**config.mk**
```make
export PLATFORM = sky130hd
export DESIGN_NAME = pin_b_mode
export DESIGN_NICKNAME = d
export VERILOG_FILES = /design/src/core/pin_b_mode_pkg.sv /design/src/core/pin_b_mode.sv
export VERILOG_INCLUDE_DIRS = /design/src /design/src/core
export SDC_FILE = /design/constraint.sdc
export NUM_CORES = 1
export LEC_CHECK = 0
export BUFFER_PORTS_ARGS = -buffer_cell sky130_fd_sc_hd__buf_2
export CORE_AREA = 2 2 91 93
export CTS_CLUSTER_DIAMETER = 150
export CTS_CLUSTER_SIZE = 12
export DETAILED_ROUTE_END_ITERATION = 10
export DIE_AREA = 0 0 93 95
export GPL_TIMING_DRIVEN = 0
export HOLD_SLACK_MARGIN = 0.05
export PLACE_DENSITY = 0.76
export REMOVE_ABC_BUFFERS = 1
export SLEW_MARGIN = 40
export SYNTH_ARGS = -nofsm -noshare
export SYNTH_HDL_FRONTEND = slang
export SYNTH_SLANG_ARGS = --single-unit
```
**constraint.sdc**
```tcl
create_clock -name core_clk -period 1.75 [get_ports core_clk]
set_clock_uncertainty 0.1 [all_clocks]
set_input_delay 0.4375 -clock core_clk [delete_from_list [all_inputs] [get_ports core_clk]]
set_output_delay 0.4375 -clock core_clk [all_outputs]
set_load 0.03 [all_outputs]
```
**src/core/pin_b_mode_regs.svh**
```systemverilog
// register map and field layout for the pin-b mode selector
// assumes word index addressing on the plain register port
`ifndef PIN_B_MODE_REGS_SVH
`define PIN_B_MODE_REGS_SVH
`define ADDR_IO_CTRL_CH1    4'h0
`define ADDR_IO_CTRL_CH2    4'h1
`define ADDR_GEN_B_CH1      4'h2
`define ADDR_GEN_B_CH2      4'h3
`define ADDR_COUNT_CH1      4'h4
`define ADDR_COUNT_CH2      4'h5
`define ADDR_PIN_STATUS     4'h6
`define IO_CTRL_RESET       8'h00
`define FLD_MODE_HI         7
`define FLD_MODE_LO         4
`define BIT_CAPTURE         3
`define BIT_INIT_LVL        2
`endif

```
**src/core/pin_b_mode_pkg.sv**
```systemverilog
// types for the pin-b mode selector
// assumes the register header is included by the top module
package pin_b_mode_pkg;
    typedef enum logic [1:0] {
        oc_off    = 2'b00,
        oc_low    = 2'b01,
        oc_high   = 2'b10,
        oc_toggle = 2'b11
    } oc_action_t;
    typedef struct packed {
        logic [3:0]  addr;
        logic [15:0] wdata;
        logic        wr;
        logic        rd;
    } reg_req_t;
    typedef struct packed {
        logic out;
        logic oe;
    } pin_drive_t;
endpackage

```
**src/core/pin_b_mode.sv**
```systemverilog
// pin-b compare/capture mode selection for timer channels 1 and 2
// assumes counters and channel-0 c events come from the same clock
// Function
// bit7 zero compare; bit6 initial level; 00 off
// compare mode 01 drives pin low
// compare mode 10 drives pin high
// compare mode 11 toggles pin
// capture mode 00 captures rising pin edge
// capture mode 01 captures falling pin edge
// bit5 set captures both edges
// channel1 bits76 set captures on c0 event
// channel2 ignores bit6, always pin source
// initial level on write; capture copies counter
`timescale 1ns/1ps
`include "pin_b_mode_regs.svh"
module pin_b_mode (
    // clock and reset
    input  wire logic                     core_clk,
    input  wire logic                     nrst,
    // register port
    input  wire pin_b_mode_pkg::reg_req_t req,
    output logic [15:0]                   rdata,
    // counters and channel-0 c event
    input  wire logic [15:0]              count_ch1,
    input  wire logic [15:0]              count_ch2,
    input  wire logic                     c0_event,
    // capture/compare pins
    input  wire logic [1:0]               pin_in,
    output logic [1:0]                    pin_out,
    output logic [1:0]                    pin_oe
);
    import pin_b_mode_pkg::*;

    logic [7:0]  ctrl_q [2];
    logic [7:0]  ctrl_d [2];
    logic [15:0] genb_q [2];
    logic [15:0] genb_d [2];
    logic [1:0]  out_q, out_d, oe_q, oe_d;
    logic [1:0]  sync1_q, sync2_q, prev_q;
    logic [15:0] rdata_q, rdata_d;
    logic [15:0] cnt [2];
    logic [1:0]  match, cap;

    assign cnt[0] = count_ch1;
    assign cnt[1] = count_ch2;

    // two-stage synchroniser, then a history stage for edges
    always_ff @(posedge core_clk or negedge nrst) begin
        if (!nrst) begin
            sync1_q <= 2'h0;
            sync2_q <= 2'h0;
            prev_q  <= 2'h0;
        end else begin
            sync1_q <= pin_in;
            sync2_q <= sync1_q;
            prev_q  <= sync2_q;
        end
    end

    // per-channel mode decode, next state
    for (genvar i = 0; i < 2; i++) begin : g_ch
        logic [3:0] m;
        logic       rise, fall, ctl_wr, gen_wr;
        // the mode field sits in the upper nibble; the lower nibble is storage only
        assign m      = ctrl_q[i][`FLD_MODE_HI:`FLD_MODE_LO];
        assign rise   = sync2_q[i] & ~prev_q[i];
        assign fall   = ~sync2_q[i] & prev_q[i];
        assign ctl_wr = req.wr && req.addr == (i == 0 ? `ADDR_IO_CTRL_CH1 : `ADDR_IO_CTRL_CH2);
        assign gen_wr = req.wr && req.addr == (i == 0 ? `ADDR_GEN_B_CH1 : `ADDR_GEN_B_CH2);
        // level compare: a counter parked on the value keeps matching every cycle
        assign match[i] = (cnt[i] == genb_q[i]);
        always_comb begin
            logic [3:0] wm;
            wm         = req.wdata[`FLD_MODE_HI:`FLD_MODE_LO];
            ctrl_d[i]  = ctl_wr ? req.wdata[7:0] : ctrl_q[i];
            genb_d[i]  = gen_wr ? req.wdata : genb_q[i];
            out_d[i]   = out_q[i];
            oe_d[i]    = oe_q[i];
            cap[i]     = 1'b0;
            if (m[`BIT_CAPTURE]) begin
                if (i == 0 && m[`BIT_INIT_LVL]) begin
                    cap[i] = c0_event;
                end else if (m[1]) begin
                    cap[i] = rise | fall;
                end else if (m[0]) begin
                    cap[i] = fall;
                end else begin
                    cap[i] = rise;
                end
                if (cap[i]) begin
                    genb_d[i] = cnt[i];
                end
                oe_d[i] = 1'b0;
            end else if (match[i]) begin
                case (oc_action_t'(m[1:0]))
                    oc_low:    out_d[i] = 1'b0;
                    oc_high:   out_d[i] = 1'b1;
                    oc_toggle: out_d[i] = ~out_q[i];
                    default:   out_d[i] = out_q[i];
                endcase
            end
            // a control write sets the initial level immediately
            if (ctl_wr) begin
                oe_d[i]  = ~wm[`BIT_CAPTURE] && wm[1:0] != 2'b00;
                out_d[i] = wm[`BIT_INIT_LVL];
            end
        end
    end

    // read mux, data one cycle after strobe
    always_comb begin
        rdata_d = 16'h0000;
        if (req.rd) begin
            case (req.addr)
                `ADDR_IO_CTRL_CH1: rdata_d = {8'h00, ctrl_q[0]};
                `ADDR_IO_CTRL_CH2: rdata_d = {8'h00, ctrl_q[1]};
                `ADDR_GEN_B_CH1:   rdata_d = genb_q[0];
                `ADDR_GEN_B_CH2:   rdata_d = genb_q[1];
                `ADDR_PIN_STATUS:  rdata_d = {10'h000, oe_q, out_q, sync2_q};
                default:           rdata_d = 16'h0000;
            endcase
        end
    end

    // state registers
    always_ff @(posedge core_clk or negedge nrst) begin
        if (!nrst) begin
            ctrl_q[0] <= `IO_CTRL_RESET;
            ctrl_q[1] <= `IO_CTRL_RESET;
            genb_q[0] <= 16'hFFFF;
            genb_q[1] <= 16'hFFFF;
            out_q     <= 2'h0;
            oe_q      <= 2'h0;
            rdata_q   <= 16'h0000;
        end else begin
            ctrl_q[0] <= ctrl_d[0];
            ctrl_q[1] <= ctrl_d[1];
            genb_q[0] <= genb_d[0];
            genb_q[1] <= genb_d[1];
            out_q     <= out_d;
            oe_q      <= oe_d;
            rdata_q   <= rdata_d;
        end
    end

    assign rdata   = rdata_q;
    assign pin_out = out_q;
    assign pin_oe  = oe_q;

    // checks
    a_oc_high_match: assert property (@(posedge core_clk) disable iff (!nrst)
        (ctrl_q[1][7:4] == 4'h2 && count_ch2 == genb_q[1] && !req.wr) |=> pin_out[1])
        else $error("high on match missing");
    a_oc_low_match: assert property (@(posedge core_clk) disable iff (!nrst)
        (ctrl_q[1][7:4] == 4'h5 && count_ch2 == genb_q[1] && !req.wr) |=> !pin_out[1])
        else $error("low on match missing");
    a_oc_toggle: assert property (@(posedge core_clk) disable iff (!nrst)
        (ctrl_q[0][7:4] == 4'h3 && count_ch1 == genb_q[0] && !req.wr) |=> pin_out[0] != $past(pin_out[0]))
        else $error("toggle missing");
    a_oc_disabled: assert property (@(posedge core_clk) disable iff (!nrst)
        (ctrl_q[0][5:4] == 2'b00 || ctrl_q[0][7]) && !req.wr |=> !pin_oe[0])
        else $error("pin driven while disabled");
    a_cap_c0: assert property (@(posedge core_clk) disable iff (!nrst)
        (ctrl_q[0][7:6] == 2'b11 && c0_event && !req.wr) |=> genb_q[0] == $past(count_ch1))
        else $error("c0 capture missing");
    a_cap_rise: assert property (@(posedge core_clk) disable iff (!nrst)
        (ctrl_q[1][7:4] ==? 4'b1?00 && sync2_q[1] && !prev_q[1] && !req.wr)
        |=> genb_q[1] == $past(count_ch2))
        else $error("rising capture missing");
    a_cap_fall: assert property (@(posedge core_clk) disable iff (!nrst)
        (ctrl_q[1][7:4] ==? 4'b1?01 && !sync2_q[1] && prev_q[1] && !req.wr)
        |=> genb_q[1] == $past(count_ch2))
        else $error("falling capture missing");
    a_cap_both: assert property (@(posedge core_clk) disable iff (!nrst)
        (ctrl_q[1][7:4] ==? 4'b1?1? && sync2_q[1] != prev_q[1] && !req.wr)
        |=> genb_q[1] == $past(count_ch2))
        else $error("both-edge capture missing");
    a_init_level: assert property (@(posedge core_clk) disable iff (!nrst)
        (req.wr && req.addr == `ADDR_IO_CTRL_CH2 && !req.wdata[7])
        |=> pin_out[1] == $past(req.wdata[6]))
        else $error("initial level wrong");

    // compare actions on the channels not covered above
    // high on match, channel 1, either initial level
    a_oc_high_ch1: assert property (@(posedge core_clk) disable iff (!nrst)
        (ctrl_q[0][7:4] ==? 4'b0?10 && count_ch1 == genb_q[0] && !req.wr) |=> pin_out[0])
        else $error("channel 1 high on match missing");

    // low on match, channel 1, either initial level
    a_oc_low_ch1: assert property (@(posedge core_clk) disable iff (!nrst)
        (ctrl_q[0][7:4] ==? 4'b0?01 && count_ch1 == genb_q[0] && !req.wr) |=> !pin_out[0])
        else $error("channel 1 low on match missing");

    // toggle on match, channel 2
    a_oc_toggle_ch2: assert property (@(posedge core_clk) disable iff (!nrst)
        (ctrl_q[1][7:4] ==? 4'b0?11 && count_ch2 == genb_q[1] && !req.wr)
        |=> pin_out[1] != $past(pin_out[1]))
        else $error("channel 2 toggle missing");

    // disabled or capture keeps the channel 2 pin released
    a_oc_off_ch2: assert property (@(posedge core_clk) disable iff (!nrst)
        (ctrl_q[1][5:4] == 2'b00 || ctrl_q[1][7]) && !req.wr |=> !pin_oe[1])
        else $error("channel 2 pin driven while disabled");

    // an active compare code keeps the channel 1 pin driven
    a_oc_on_ch1: assert property (@(posedge core_clk) disable iff (!nrst)
        (!ctrl_q[0][7] && ctrl_q[0][5:4] != 2'b00 && !req.wr) |=> pin_oe[0])
        else $error("channel 1 pin not driven");

    // an active compare code keeps the channel 2 pin driven
    a_oc_on_ch2: assert property (@(posedge core_clk) disable iff (!nrst)
        (!ctrl_q[1][7] && ctrl_q[1][5:4] != 2'b00 && !req.wr) |=> pin_oe[1])
        else $error("channel 2 pin not driven");

    // without a match the channel 1 level holds
    a_oc_hold_ch1: assert property (@(posedge core_clk) disable iff (!nrst)
        (!ctrl_q[0][7] && count_ch1 != genb_q[0] && !req.wr) |=> $stable(pin_out[0]))
        else $error("channel 1 level moved without match");

    // without a match the channel 2 level holds
    a_oc_hold_ch2: assert property (@(posedge core_clk) disable iff (!nrst)
        (!ctrl_q[1][7] && count_ch2 != genb_q[1] && !req.wr) |=> $stable(pin_out[1]))
        else $error("channel 2 level moved without match");

    // capture edges on the channel 1 and channel 2 pins
    // rising edge captures on channel 1
    a_cap_rise_ch1: assert property (@(posedge core_clk) disable iff (!nrst)
        (ctrl_q[0][7:4] == 4'b1000 && sync2_q[0] && !prev_q[0] && !req.wr)
        |=> genb_q[0] == $past(count_ch1))
        else $error("channel 1 rising capture missing");

    // falling edge captures on channel 1
    a_cap_fall_ch1: assert property (@(posedge core_clk) disable iff (!nrst)
        (ctrl_q[0][7:4] == 4'b1001 && !sync2_q[0] && prev_q[0] && !req.wr)
        |=> genb_q[0] == $past(count_ch1))
        else $error("channel 1 falling capture missing");

    // either edge captures on channel 1
    a_cap_both_ch1: assert property (@(posedge core_clk) disable iff (!nrst)
        (ctrl_q[0][7:4] ==? 4'b101? && sync2_q[0] != prev_q[0] && !req.wr)
        |=> genb_q[0] == $past(count_ch1))
        else $error("channel 1 both-edge capture missing");

    // a quiet pin leaves channel 1 register b alone
    a_cap_quiet_ch1: assert property (@(posedge core_clk) disable iff (!nrst)
        (ctrl_q[0][7:6] == 2'b10 && sync2_q[0] == prev_q[0] && !req.wr)
        |=> $stable(genb_q[0]))
        else $error("channel 1 capture without edge");

    // a quiet pin leaves channel 2 register b alone, whatever bit 6 says
    a_cap_quiet_ch2: assert property (@(posedge core_clk) disable iff (!nrst)
        (ctrl_q[1][7] && sync2_q[1] == prev_q[1] && !req.wr) |=> $stable(genb_q[1]))
        else $error("channel 2 capture without edge");

    // rising-only mode ignores a falling edge on channel 2
    a_rise_only_ch2: assert property (@(posedge core_clk) disable iff (!nrst)
        (ctrl_q[1][7:4] ==? 4'b1?00 && !sync2_q[1] && prev_q[1] && !req.wr)
        |=> $stable(genb_q[1]))
        else $error("channel 2 captured on wrong edge");

    // rising-only mode ignores a falling edge on channel 1
    a_rise_only_ch1: assert property (@(posedge core_clk) disable iff (!nrst)
        (ctrl_q[0][7:4] == 4'b1000 && !sync2_q[0] && prev_q[0] && !req.wr)
        |=> $stable(genb_q[0]))
        else $error("channel 1 captured on falling edge");

    // falling-only mode ignores a rising edge on channel 1
    a_fall_only_ch1: assert property (@(posedge core_clk) disable iff (!nrst)
        (ctrl_q[0][7:4] == 4'b1001 && sync2_q[0] && !prev_q[0] && !req.wr)
        |=> $stable(genb_q[0]))
        else $error("channel 1 captured on rising edge");

    // chained mode: the pin never captures, only the channel-0 event
    a_chain_quiet: assert property (@(posedge core_clk) disable iff (!nrst)
        (ctrl_q[0][7:6] == 2'b11 && !c0_event && !req.wr) |=> $stable(genb_q[0]))
        else $error("chained capture without event");

    // register port behaviour
    // a plain register b write lands when not capturing
    a_genb_write_ch2: assert property (@(posedge core_clk) disable iff (!nrst)
        (req.wr && req.addr == `ADDR_GEN_B_CH2 && !ctrl_q[1][7])
        |=> genb_q[1] == $past(req.wdata))
        else $error("register b write lost");

    // control write sets the channel 1 initial level
    a_init_level_ch1: assert property (@(posedge core_clk) disable iff (!nrst)
        (req.wr && req.addr == `ADDR_IO_CTRL_CH1 && !req.wdata[7])
        |=> pin_out[0] == $past(req.wdata[6]))
        else $error("channel 1 initial level wrong");

    // control write enables the channel 1 pin at once
    a_init_oe_ch1: assert property (@(posedge core_clk) disable iff (!nrst)
        (req.wr && req.addr == `ADDR_IO_CTRL_CH1 && !req.wdata[7] && req.wdata[5:4] != 2'b00)
        |=> pin_oe[0])
        else $error("channel 1 enable late");

    // control write enables the channel 2 pin at once
    a_init_oe_ch2: assert property (@(posedge core_clk) disable iff (!nrst)
        (req.wr && req.addr == `ADDR_IO_CTRL_CH2 && !req.wdata[7] && req.wdata[5:4] != 2'b00)
        |=> pin_oe[1])
        else $error("channel 2 enable late");

    // control readback one cycle after the strobe
    a_ctrl_read: assert property (@(posedge core_clk) disable iff (!nrst)
        (req.rd && req.addr == `ADDR_IO_CTRL_CH1) |=> rdata == {8'h00, $past(ctrl_q[0])})
        else $error("control readback wrong");

    // register b readback one cycle after the strobe
    a_genb_read: assert property (@(posedge core_clk) disable iff (!nrst)
        (req.rd && req.addr == `ADDR_GEN_B_CH2) |=> rdata == $past(genb_q[1]))
        else $error("register b readback wrong");

    // read data stand for one cycle only
    a_rdata_idle: assert property (@(posedge core_clk) disable iff (!nrst)
        !req.rd |=> rdata == 16'h0000)
        else $error("read data outside read cycle");

    // main scenarios reached
    c_rise_cap: cover property (@(posedge core_clk) ctrl_q[0][7:4] == 4'b1000 && sync2_q[0] && !prev_q[0]);
    c_oc_high: cover property (@(posedge core_clk) ctrl_q[1][7:4] == 4'h2 && count_ch2 == genb_q[1]);
    c_toggle: cover property (@(posedge core_clk) ctrl_q[0][7:4] == 4'h3 && count_ch1 == genb_q[0]);
    c_c0_cap: cover property (@(posedge core_clk) ctrl_q[0][7:6] == 2'b11 && c0_event);
    c_both:   cover property (@(posedge core_clk) ctrl_q[1][7] && ctrl_q[1][5] && sync2_q[1] != prev_q[1]);
endmodule

```
; After elaboration in Yosys (flattened, before gate mapping)
; Cells that the tools add are included.
; W data, S select, Z words.
[classes]
n_eq_ne = 14
muxes = 27
bitwise_logic = 13
reduce_logical = 15
[ops]
columns = operator, count
row1 = $mux W16, 7
row2 = $pmux W16 S5, 1
row3 = $eq A16 B16 Y1, 2
row4 = $mux W1, 17
row5 = $reduce_bool A2 Y1, 5
row6 = $eq A2 B2 Y1 const B, 4
row7 = $eq A4 B2 Y1 const B, 2
row8 = $reduce_bool A4 Y1, 2
row9 = $not A1 Y1, 7
row10 = $pmux W1 S3, 2
row11 = $reduce_and A3 Y1, 2
row12 = $logic_and A1 B1 Y1, 5
row13 = $and A1 B1 Y1, 4
row14 = $eq A2 B1 Y1 const B, 2
row15 = $eq A4 B1 Y1 const B, 1
row16 = $eq A4 B3 Y1 const B, 1
row17 = $logic_not A4 Y1, 1
row18 = $ne A2 B1 Y1 const B, 2
row19 = $or A1 B1 Y1, 2
[word_totals]
ff_bits = 74
inputBits = 59
out_inout_bits = 20
elab_cells = 81

; Depth between registers and ports, before layout
; Gate-level depths: netlist of run 1.
[logic_depth]
ltp_word = 8
depth_mapped = 8

; Worst setup path after synthesis of run 1
; No wires, ideal clock.
[synth_path]
kind = input -> register
from = input req[19] (netlist bit)
to = register ctrl_q[0] (netlist bit)
arrival_time_ps = 1535
required_time_ps = 1525
path_slack_ps = -10
cell_stages = 4
cell_sequence = buf_6 -> nor4b_4 -> nand2_4 -> mux2_4
[synth_via]
elab_chain_len = 2
[synth_rtl]
columns = element, line_no
row1 = start: declaration, pin_b_mode.sv:21  ; input wire pin_b_mode_pkg::reg_req_t req,
row2 = $eq A4 B1 Y1, pin_b_mode.sv:68  ; assign ctl_wr = req.wr && req.addr == (i == 0 ? `ADDR_IO_CTRL_CH1 : `ADDR_IO_CTRL_CH2);
row3 = $logic_and A1 B1 Y1, pin_b_mode.sv:68
row4 = end: declaration, pin_b_mode.sv:34  ; logic [7:0] ctrl_q [2];
; No other way between the ends.
; A chain may end at the register's enable or synchronous reset.

==> results of run 1 <==
[registers in the layout, summed over array words and instances (netlist names)]
signal,flops
rdata,16
pin_out,2
sync1_q,2
sync2_q,2
prev_q,2
genb_q,32
ctrl_q,16
pin_oe,2
[layout by cell type (no fill, tap or decap), types with 3 or more instances in the layout]
master	count
buf_2	77
nand2_1	15
o21ai_0	3
o21ai_1	10
a21oi_2	14
nand2_4	8
mux2_2	7
nor4_1	3
dfstp_2	32
nor3_1	3
buf_6	5
nand2_2	3
inv_1	6
mux2i_1	32
buf_4	12
nor2_1	10
a22oi_1	14
a21oi_1	10
ha_1	3
buf_12	5
clkbuf_8	12
xnor2_1	3
a222oi_1	6
nor2_4	12
dfrtp_1	42
and3_1	3
xor2_1	28
nor2_2	4
o21ai_2	7
mux2_4	9
[per-layer routing]
metal / up-vias / part of all wire, % / global-route usage (%)
li1: 1399 / - / -
met1: 1486 / 43 / 30.1
met2: 113 / 49 / 37.5
met3: 16 / 6.2 / 4.47
met4: 0 / 1.9 / 9.56
met5: - / 0 / 0
[stage by stage]
| stage | area, sq um | power, mW | hold WS [ns] | util, % | setup WS, ns |
|---|---|---|---|---|---|
| 2_1_floorplan | 3750 | 3.84 | 0.0419 | - | -0.659 |
| 3_3_place_gp | 4270 | 4.29 | 0.235 | 53.9 | -1.37 |
| 3_5_place_dp | 4370 | 4.42 | 0.198 | 55.1 | -0.579 |
| 4_1_cts | 4830 | 6.21 | 0.0798 | 61.0 | -0.103 |
| 5_1_grt | 5130 | 6.87 | 0.0811 | 64.7 | -0.180 |
| 6_report | 5130 | 6.52 | 0.0892 | 64.7 | -0.115 |
[area by class of cell]
type / count / area share, %
Clock inverter: 4 / 1.42
Timing Repair Buffer: 102 / 13.5
Inverter: 7 / 0.513
Sequential cell: 74 / 36.9
Multi-Input combinational cell: 238 / 41.8
Clock buffer: 12 / 3.22
Tap cell: 105 / 2.56
[cell families after synthesis]
logic type                 Yosys count
AOI/OAI and AO/OA                   73
xor gates and xnor gates            32
adders and majority gates            6
and+or+nand+nor                     77
DFF                                 74
buffers and inverters               22
muxes                               50
[worst register-to-register path: stages, from the launching register on]
cell and delay [ns]:
dfrtp_1 0.43, ha_1 0.23, mux2_4 0.27, o211ai_1 0.28, a21boi_4 0.16, buf_12 0.19
o21ai_1 0.15
[final timing paths]
path	start	cells after the start	end
max	sync2_q[0]$_DFF_PN0_	6	genb_q[23]$_DFF_PN1_
min	pin_in[0]	1	sync1_q[0]$_DFF_PN0_
max reg2reg	sync2_q[0]$_DFF_PN0_	6	genb_q[23]$_DFF_PN1_
min reg2reg	sync1_q[1]$_DFF_PN0_	0	sync2_q[1]$_DFF_PN0_
max in group asynchronous	nrst	3	genb_q[19]$_DFF_PN1_
min in group asynchronous	nrst	2	rdata[7]$_DFF_PN0_
[power by group]
group | internal [mW] | switching (mW) | total, mW
registers | 2.45 | 0.459 | 2.91
logic | 1.02 | 1.04 | 2.06
clock network | 0.917 | 0.636 | 1.55
[repair_timing]
| item | 4_1_cts | 5_1_grt |
|---|---|---|
| setup buffers | 12 | 3 |
| hold endpoints to repair | 12 | 0 |
| hold buffers | 1 | 0 |
| gates resized for setup | 36 | 70 |
| gates cloned | 1 | 0 |
| pin swaps | 10 | 11 |
| endpoints found under the setup margin | 51 | 34 |
==> results by group, run 1 <==
Yosys
  • Synth unique cells: 45
  • Number of synthesized flops with an enable pin: 0
  • Post-Synth Simple-Gate Area: between 10 and 15%
  • Dominant cells by area after synthesis: dfrtp_1 27%, dfstp_2 22%, mux2i_1 8.3%
  • Synth area leader: dfrtp_1
  • Synth async-reset ratio: 100%
  • Post-synthesis register bit count: 74
  • Post-Syn Area per Cell: 11.6 sq um
  • Register area share after synthesis: between 40% and 50%
  • Synth top area share: ~27%
  • Synth Area in Adders: 1.94%
  • Synth Cell Area: 3860 sq um
  • Largest family of logic cells by synthesized area: multiplexers
  • Xor/xnor cell area share of the yosys netlist: 7.26%
  • Complex-gate fraction of the synthesized area: 11.8%
  • Count leader, synth: dfrtp_1
  • Yosys warns: 0
  • Post-Syn Instances: 334
  • Ys flop type: dfrtp_1
  • Synth top cells by count: 42 x dfrtp_1, 32 x dfstp_2, 32 x mux2i_1, 29 x xor2_1, 25 x nor2_1
  • Mux cell area share after synthesis: 15.0%

Global route
  • First-pass GRT wire length: 15100 um
  • Vias in the first global route: between 2000 and 3000
  • Global-route total usage across every layer: between 20% and 30%
  • Antenna violations before repair: 0
  • Pin count of the biggest net entering global routing: 54
  • GRT overflow: 0

Worst hold path
  • Worst hold path type: primary input to flop

Cells and area
  • Fraction of layout cells with a size suffix above 1: 52.4%
  • Ant. Diodes: 0
  • Final Non-Filler Cells: 542
  • Fill cells: 628
  • Sequential cell area: 1890 sq um
  • Nets: 497
  • Multi-input gate area: 2140 sq um
  • P&R area growth vs syn: 32.8%

Setup path
  • WP buf/inv: 1
  • Worst endpoint required time: 1.93 ns
  • CP max-delay cell: dfrtp_1
  • Worst EP arrival: about 2 ns
  • Crit-path max cell delay: 0.43 ns
  • Startpoint Class: flop
  • Critical path endpoint category: flop
  • WS Path Type: flop to flop
  • Reg2Reg Setup Slack: -0.12 ns
  • Worst path top cell family by delay: compound AO/OA/AOI/OAI gates
  • CP Max Fanout: 20
  • CP cell instances: ha_1, mux2_4, o211ai_1, a21boi_4, buf_12, o21ai_1

STA
  • Slew @ Worst Pin: 0.556 ns
  • Hold Vio Cnt, Final: 0
  • Worst slew margin: 62.8%
  • Final worst-path cycle share: 107%
  • Final Setup Violations: 19
  • F_max: 536 MHz
  • Worst setup margin: -0.115 ns
  • Final min period: 1.87 ns
  • Slew Limit Fails: 0
  • RSZ-0062 raised after global routing: yes
  • Total negative setup slack: -1.49 ns

Routing
  • Drt total wl: 10100 um
  • Vias post-DR: between 3000 and 4000
  • Avg WL per Cell: 18.6 um
  • Residual DRC: 0
  • Initial DRC count: 188
  • Final ANT Viol Nets: 0
  • DRT Pass-1 Iters: 5
  • Vias/cell: 5.56

Clock tree
  • Sink Count: 74
  • Worst skew pair latency: 0.35 ns
  • Bufs on Longest Clock Path: 2
  • Clock slew at reported path FFs: 0.07 ns
  • Root buf cell: clkbuf_8
  • Clock H-tree levels: 3
  • Cts bufs inserted: 9
  • CTS tree: yes

Floorplanning
  • Die height: 95 um
  • Die area: 8840 sq um
  • Initial core utilization: 48.7%
  • Rows: 33
  • Die Wd: 93 um
  • Core area: 7930 sq um
  • Io pins: slightly below 80

Power and ir drop
  • Peak supply drop: 0.000588 V
  • Pwr dens: around 1300 nW/um^2
  • Leakage: 2.49 nW

Placed design
  • I/O Buffers: 78
  • Final HPWL DP: approximately 6700 um
  • Cell count after placement: 509
  • GP Congestion: 0.814

Job
  • Max cap viols: 0

Run status
  • Failing checks: negative setup slack
  • Status: finished with violations
(Power assumes the default switching activity.)
==> inputs of run 2 (changes only) <==
BUFFER_PORTS_ARGS = default   (was -buffer_cell sky130_fd_sc_hd__buf_2)
CORE_AREA = 2 2 86 88   (was 2 2 91 93)
DIE_AREA = 0 0 88 90   (was 0 0 93 95)
DONT_BUFFER_PORTS = 1   (was default)
PLACE_DENSITY = 0.74   (was 0.76)
==> run 2 against run 1 <==
Sequential share of layout area is 3.6 points higher. Clock-buffer cell count is 3 higher. Critical endpoint is now genb_q[12]$_DFF_PN1_. Final area decreased by 8.7%. Wire length grew 3.9%. Flip-flop and latch count unchanged. Total power down 2.8%. Sequential power up 2%. Clock power decreased by 6%. Combinational power is 7% lower. The run ends with negative hold slack, negative setup slack left. Maximum frequency fell by 0.29%.
==> results by group, run 2 (synthesis results as in run 1) <==
Run status
  • Status: finished with violations
  • Failing checks: negative hold slack, negative setup slack

Floorplanning
  • Io pins: 79 (unchanged)
  • Core area: 7020 sq um (-11%)
  • Initial core utilization: 55.0% (+6.3 points)
  • Rows: 31 (-6.1%)
  • Die Wd: 88 um (-5.4%)
  • Die height: 90 um (-5.3%)
  • Die area: 7920 sq um (-10%)

STA
  • Slew @ Worst Pin: 0.820 ns (+0.264 ns)
  • Hold Slack: -0.328 ns (-0.418 ns)
  • F_max: 535 MHz (-0.29%)
  • Slew Limit Fails: 0 (unchanged)
  • Worst slew margin: 45.3% (-17 points)
  • Worst setup margin: -0.121 ns (-0.00546 ns)
  • RSZ-0062 raised after global routing: yes
  • Final Setup Violations: 29 (+10)
  • Final min period: 1.87 ns (+0.00546 ns)
  • Final worst-path cycle share: 107% (+0.31 points)
  • Hold Vio Cnt, Final: 74 (+74)

Cells and area
  • Fill cells: 529 (-16%)
  • Fin util: 66.7% (+2.0 points)
  • Ant. Diodes: 0 (unchanged)
  • P&R area growth vs syn: 21.3%
  • Nets: 421 (-15%)
  • Commonest non-fill, non-tap cell in the layout: dfrtp_1
  • Biggest register: genb_q
  • Fraction of layout cells with a size suffix above 1: 44.9% (-7.5 points)
  • Max reg flops: 32 (unchanged)
  • Commonest non-fill, non-tap cells in the layout: 40 x dfrtp_1, 32 x mux2i_1, 32 x dfstp_2

Setup path
  • WP buf/inv: 4 (+3)
  • Critical Path Most Common Cell: buf_6
  • Startpoint Class: flop
  • Worst EP arrival: 2.05 ns (about the same)
  • CP cell instances: inv_1, ha_2, mux2_4, o211ai_1, buf_4, buf_6, buf_6, nor2_2, a21oi_2
  • Crit-path max cell delay: 0.40 ns (-0.03 ns)
  • Reg2Reg Launch Point: sync2_q[1]$_DFF_PN0_
  • WS Path Type: flop to flop
  • Critical path endpoint category: flop
  • CP max-delay cell: dfrtp_1
  • Worst endpoint required time: 1.93 ns (about the same)
  • CP Max Fanout: 8 (-60%)
  • Critical path origin: sync2_q[1]$_DFF_PN0_
  • Worst path top cell family by delay: buffers and inverters

Routing
  • DRT Pass-1 Iters: 5 (unchanged)
  • Vias/cell: 6.18 (+11%)
  • Final ANT Viol Nets: 0 (unchanged)
  • Avg WL per Cell: 22.8 um (+22%)
  • Drt total wl: 10500 um (+3.9%)
  • Initial DRC count: 189 (+0.53%)
  • Residual DRC: 0 (unchanged)
  • Vias post-DR: 2841 (-5.7%)

Global route
  • Antenna violations before repair: 0 (unchanged)
  • Met3 GRT Util: 6.98% (+2.5 points)
  • GRT overflow: 0 (unchanged)
  • Global-route total usage across every layer: 25.7% (+2.7 points)
  • Vias in the first global route: 2927 (-1.1%)
  • First-pass GRT wire length: 15100 um (about the same)
  • Met1 Usage GRT: 31.5% (+1.3 points)
  • Grt met2 use: 41.0% (+3.5 points)
  • Pin count of the biggest net entering global routing: 75 (+39%)
  • GRT busiest layer: met2

Clock tree
  • Sink Count: 74 (unchanged)
  • Clock H-tree levels: 3 (unchanged)
  • CTS tree: yes
  • Bufs on Longest Clock Path: 2 (unchanged)
  • Clock slew at reported path FFs: 0.08 ns (about the same)
  • Root buf cell: clkbuf_8
  • Cts bufs inserted: 9 (unchanged)
  • Worst skew pair latency: 0.36 ns (about the same)
  • Hold_buf cts: 2 (+1)

Worst hold path
  • Worst hold path type: primary input to async pin

Placed design
  • GP Congestion: 0.770 (-5.4%)
  • I/O Buffers: 0 (-100%)
  • Final HPWL DP: 6240 um (-6.4%)

Power and ir drop
  • Peak supply drop: 0.000603 V (+2.5%)
  • Leakage: 2.17 nW (-13%)
  • Power Total: 6.34 mW (-2.8%)
  • Pwr dens: 1350 nW/um^2 (+6.5%)

Job
  • Max cap viols: 0 (unchanged)
==> run 2: final cells by class <==
| cell class | instances | area [sq um] | area share (%) |
|---|---|---|---|
| multi-input combinational | 238 | 2140 | 45.7 |
| sequential | 74 | 1890 | 40.5 |
| timing repair buffer | 26 | 282 | 6.01 |
| clock buffer | 15 | 186 | 3.98 |
| tap | 99 | 124 | 2.65 |
| clock inverter | 1 | 30.0 | 0.641 |
| inverter | 7 | 26.3 | 0.561 |
==> run 2: worst register-to-register path, delay by kind of cell (launching register included) <==
family          cells  cell delay, ns
buf+inv             4            0.51
simple gates        1            0.04
compound gates      2            0.34
fa+ha+maj           1            0.16
mux                 1            0.25
flops               1            0.40
==> run 2: metrics by stage <==
step	setup WS (ns)	cells	area (sq um)	TNS, ns
CTS	-0.0989	456	4470	-1.48
global placement	-1.33	418	3880	-49.88
global route	-0.190	460	4680	-3.84
floorplan	-0.659	319	3750	-19.42
finish	-0.121	460	4680	-1.63
detailed placement	-0.500	424	3950	-15.69
==> run 2: power by group <==
part           switching (mW)  internal (mW)  total, mW
Sequential              0.526           2.45       2.98
Clock                   0.631          0.817       1.45
Combinational           0.908           1.01       1.91
Total                    2.07           4.27       6.34
==> run 2: what timing repair did <==
item / CTS / global route
pin swaps: 22 / 28
hold endpoints to repair: 76 / 74
gates resized for setup: 62 / 47
endpoints found under the setup margin: 32 / 34
cloned: 1 / 3
buffers inserted: 13 / 4
==> run 2: final timing paths <==
check	endpoint	slack, ns	cells past startpoint
worst max-delay path	genb_q[12]$_DFF_PN1_	-0.12	9
worst max register to register	genb_q[12]$_DFF_PN1_	-0.12	9
worst min-delay path	sync1_q[1]$_DFF_PN0_	-0.33	0
min in group core_clk	genb_q[31]$_DFF_PN1_	0.06	2
max in group asynchronous	genb_q[27]$_DFF_PN1_	1.67	0
worst min register to register	sync2_q[1]$_DFF_PN0_	0.26	0
==> run 2: metal layers <==
| layer | vias up | routed length, um | part of all wire [%] |
|---|---|---|---|
| li1 | 1250 | - | - |
| met1 | 1465 | 4000 | 38 |
| met2 | 104 | 5410 | 52 |
| met3 | 22 | 735 | 7.0 |
| met4 | 0 | 347 | 3.3 |
| met5 | - | 0 | 0 |
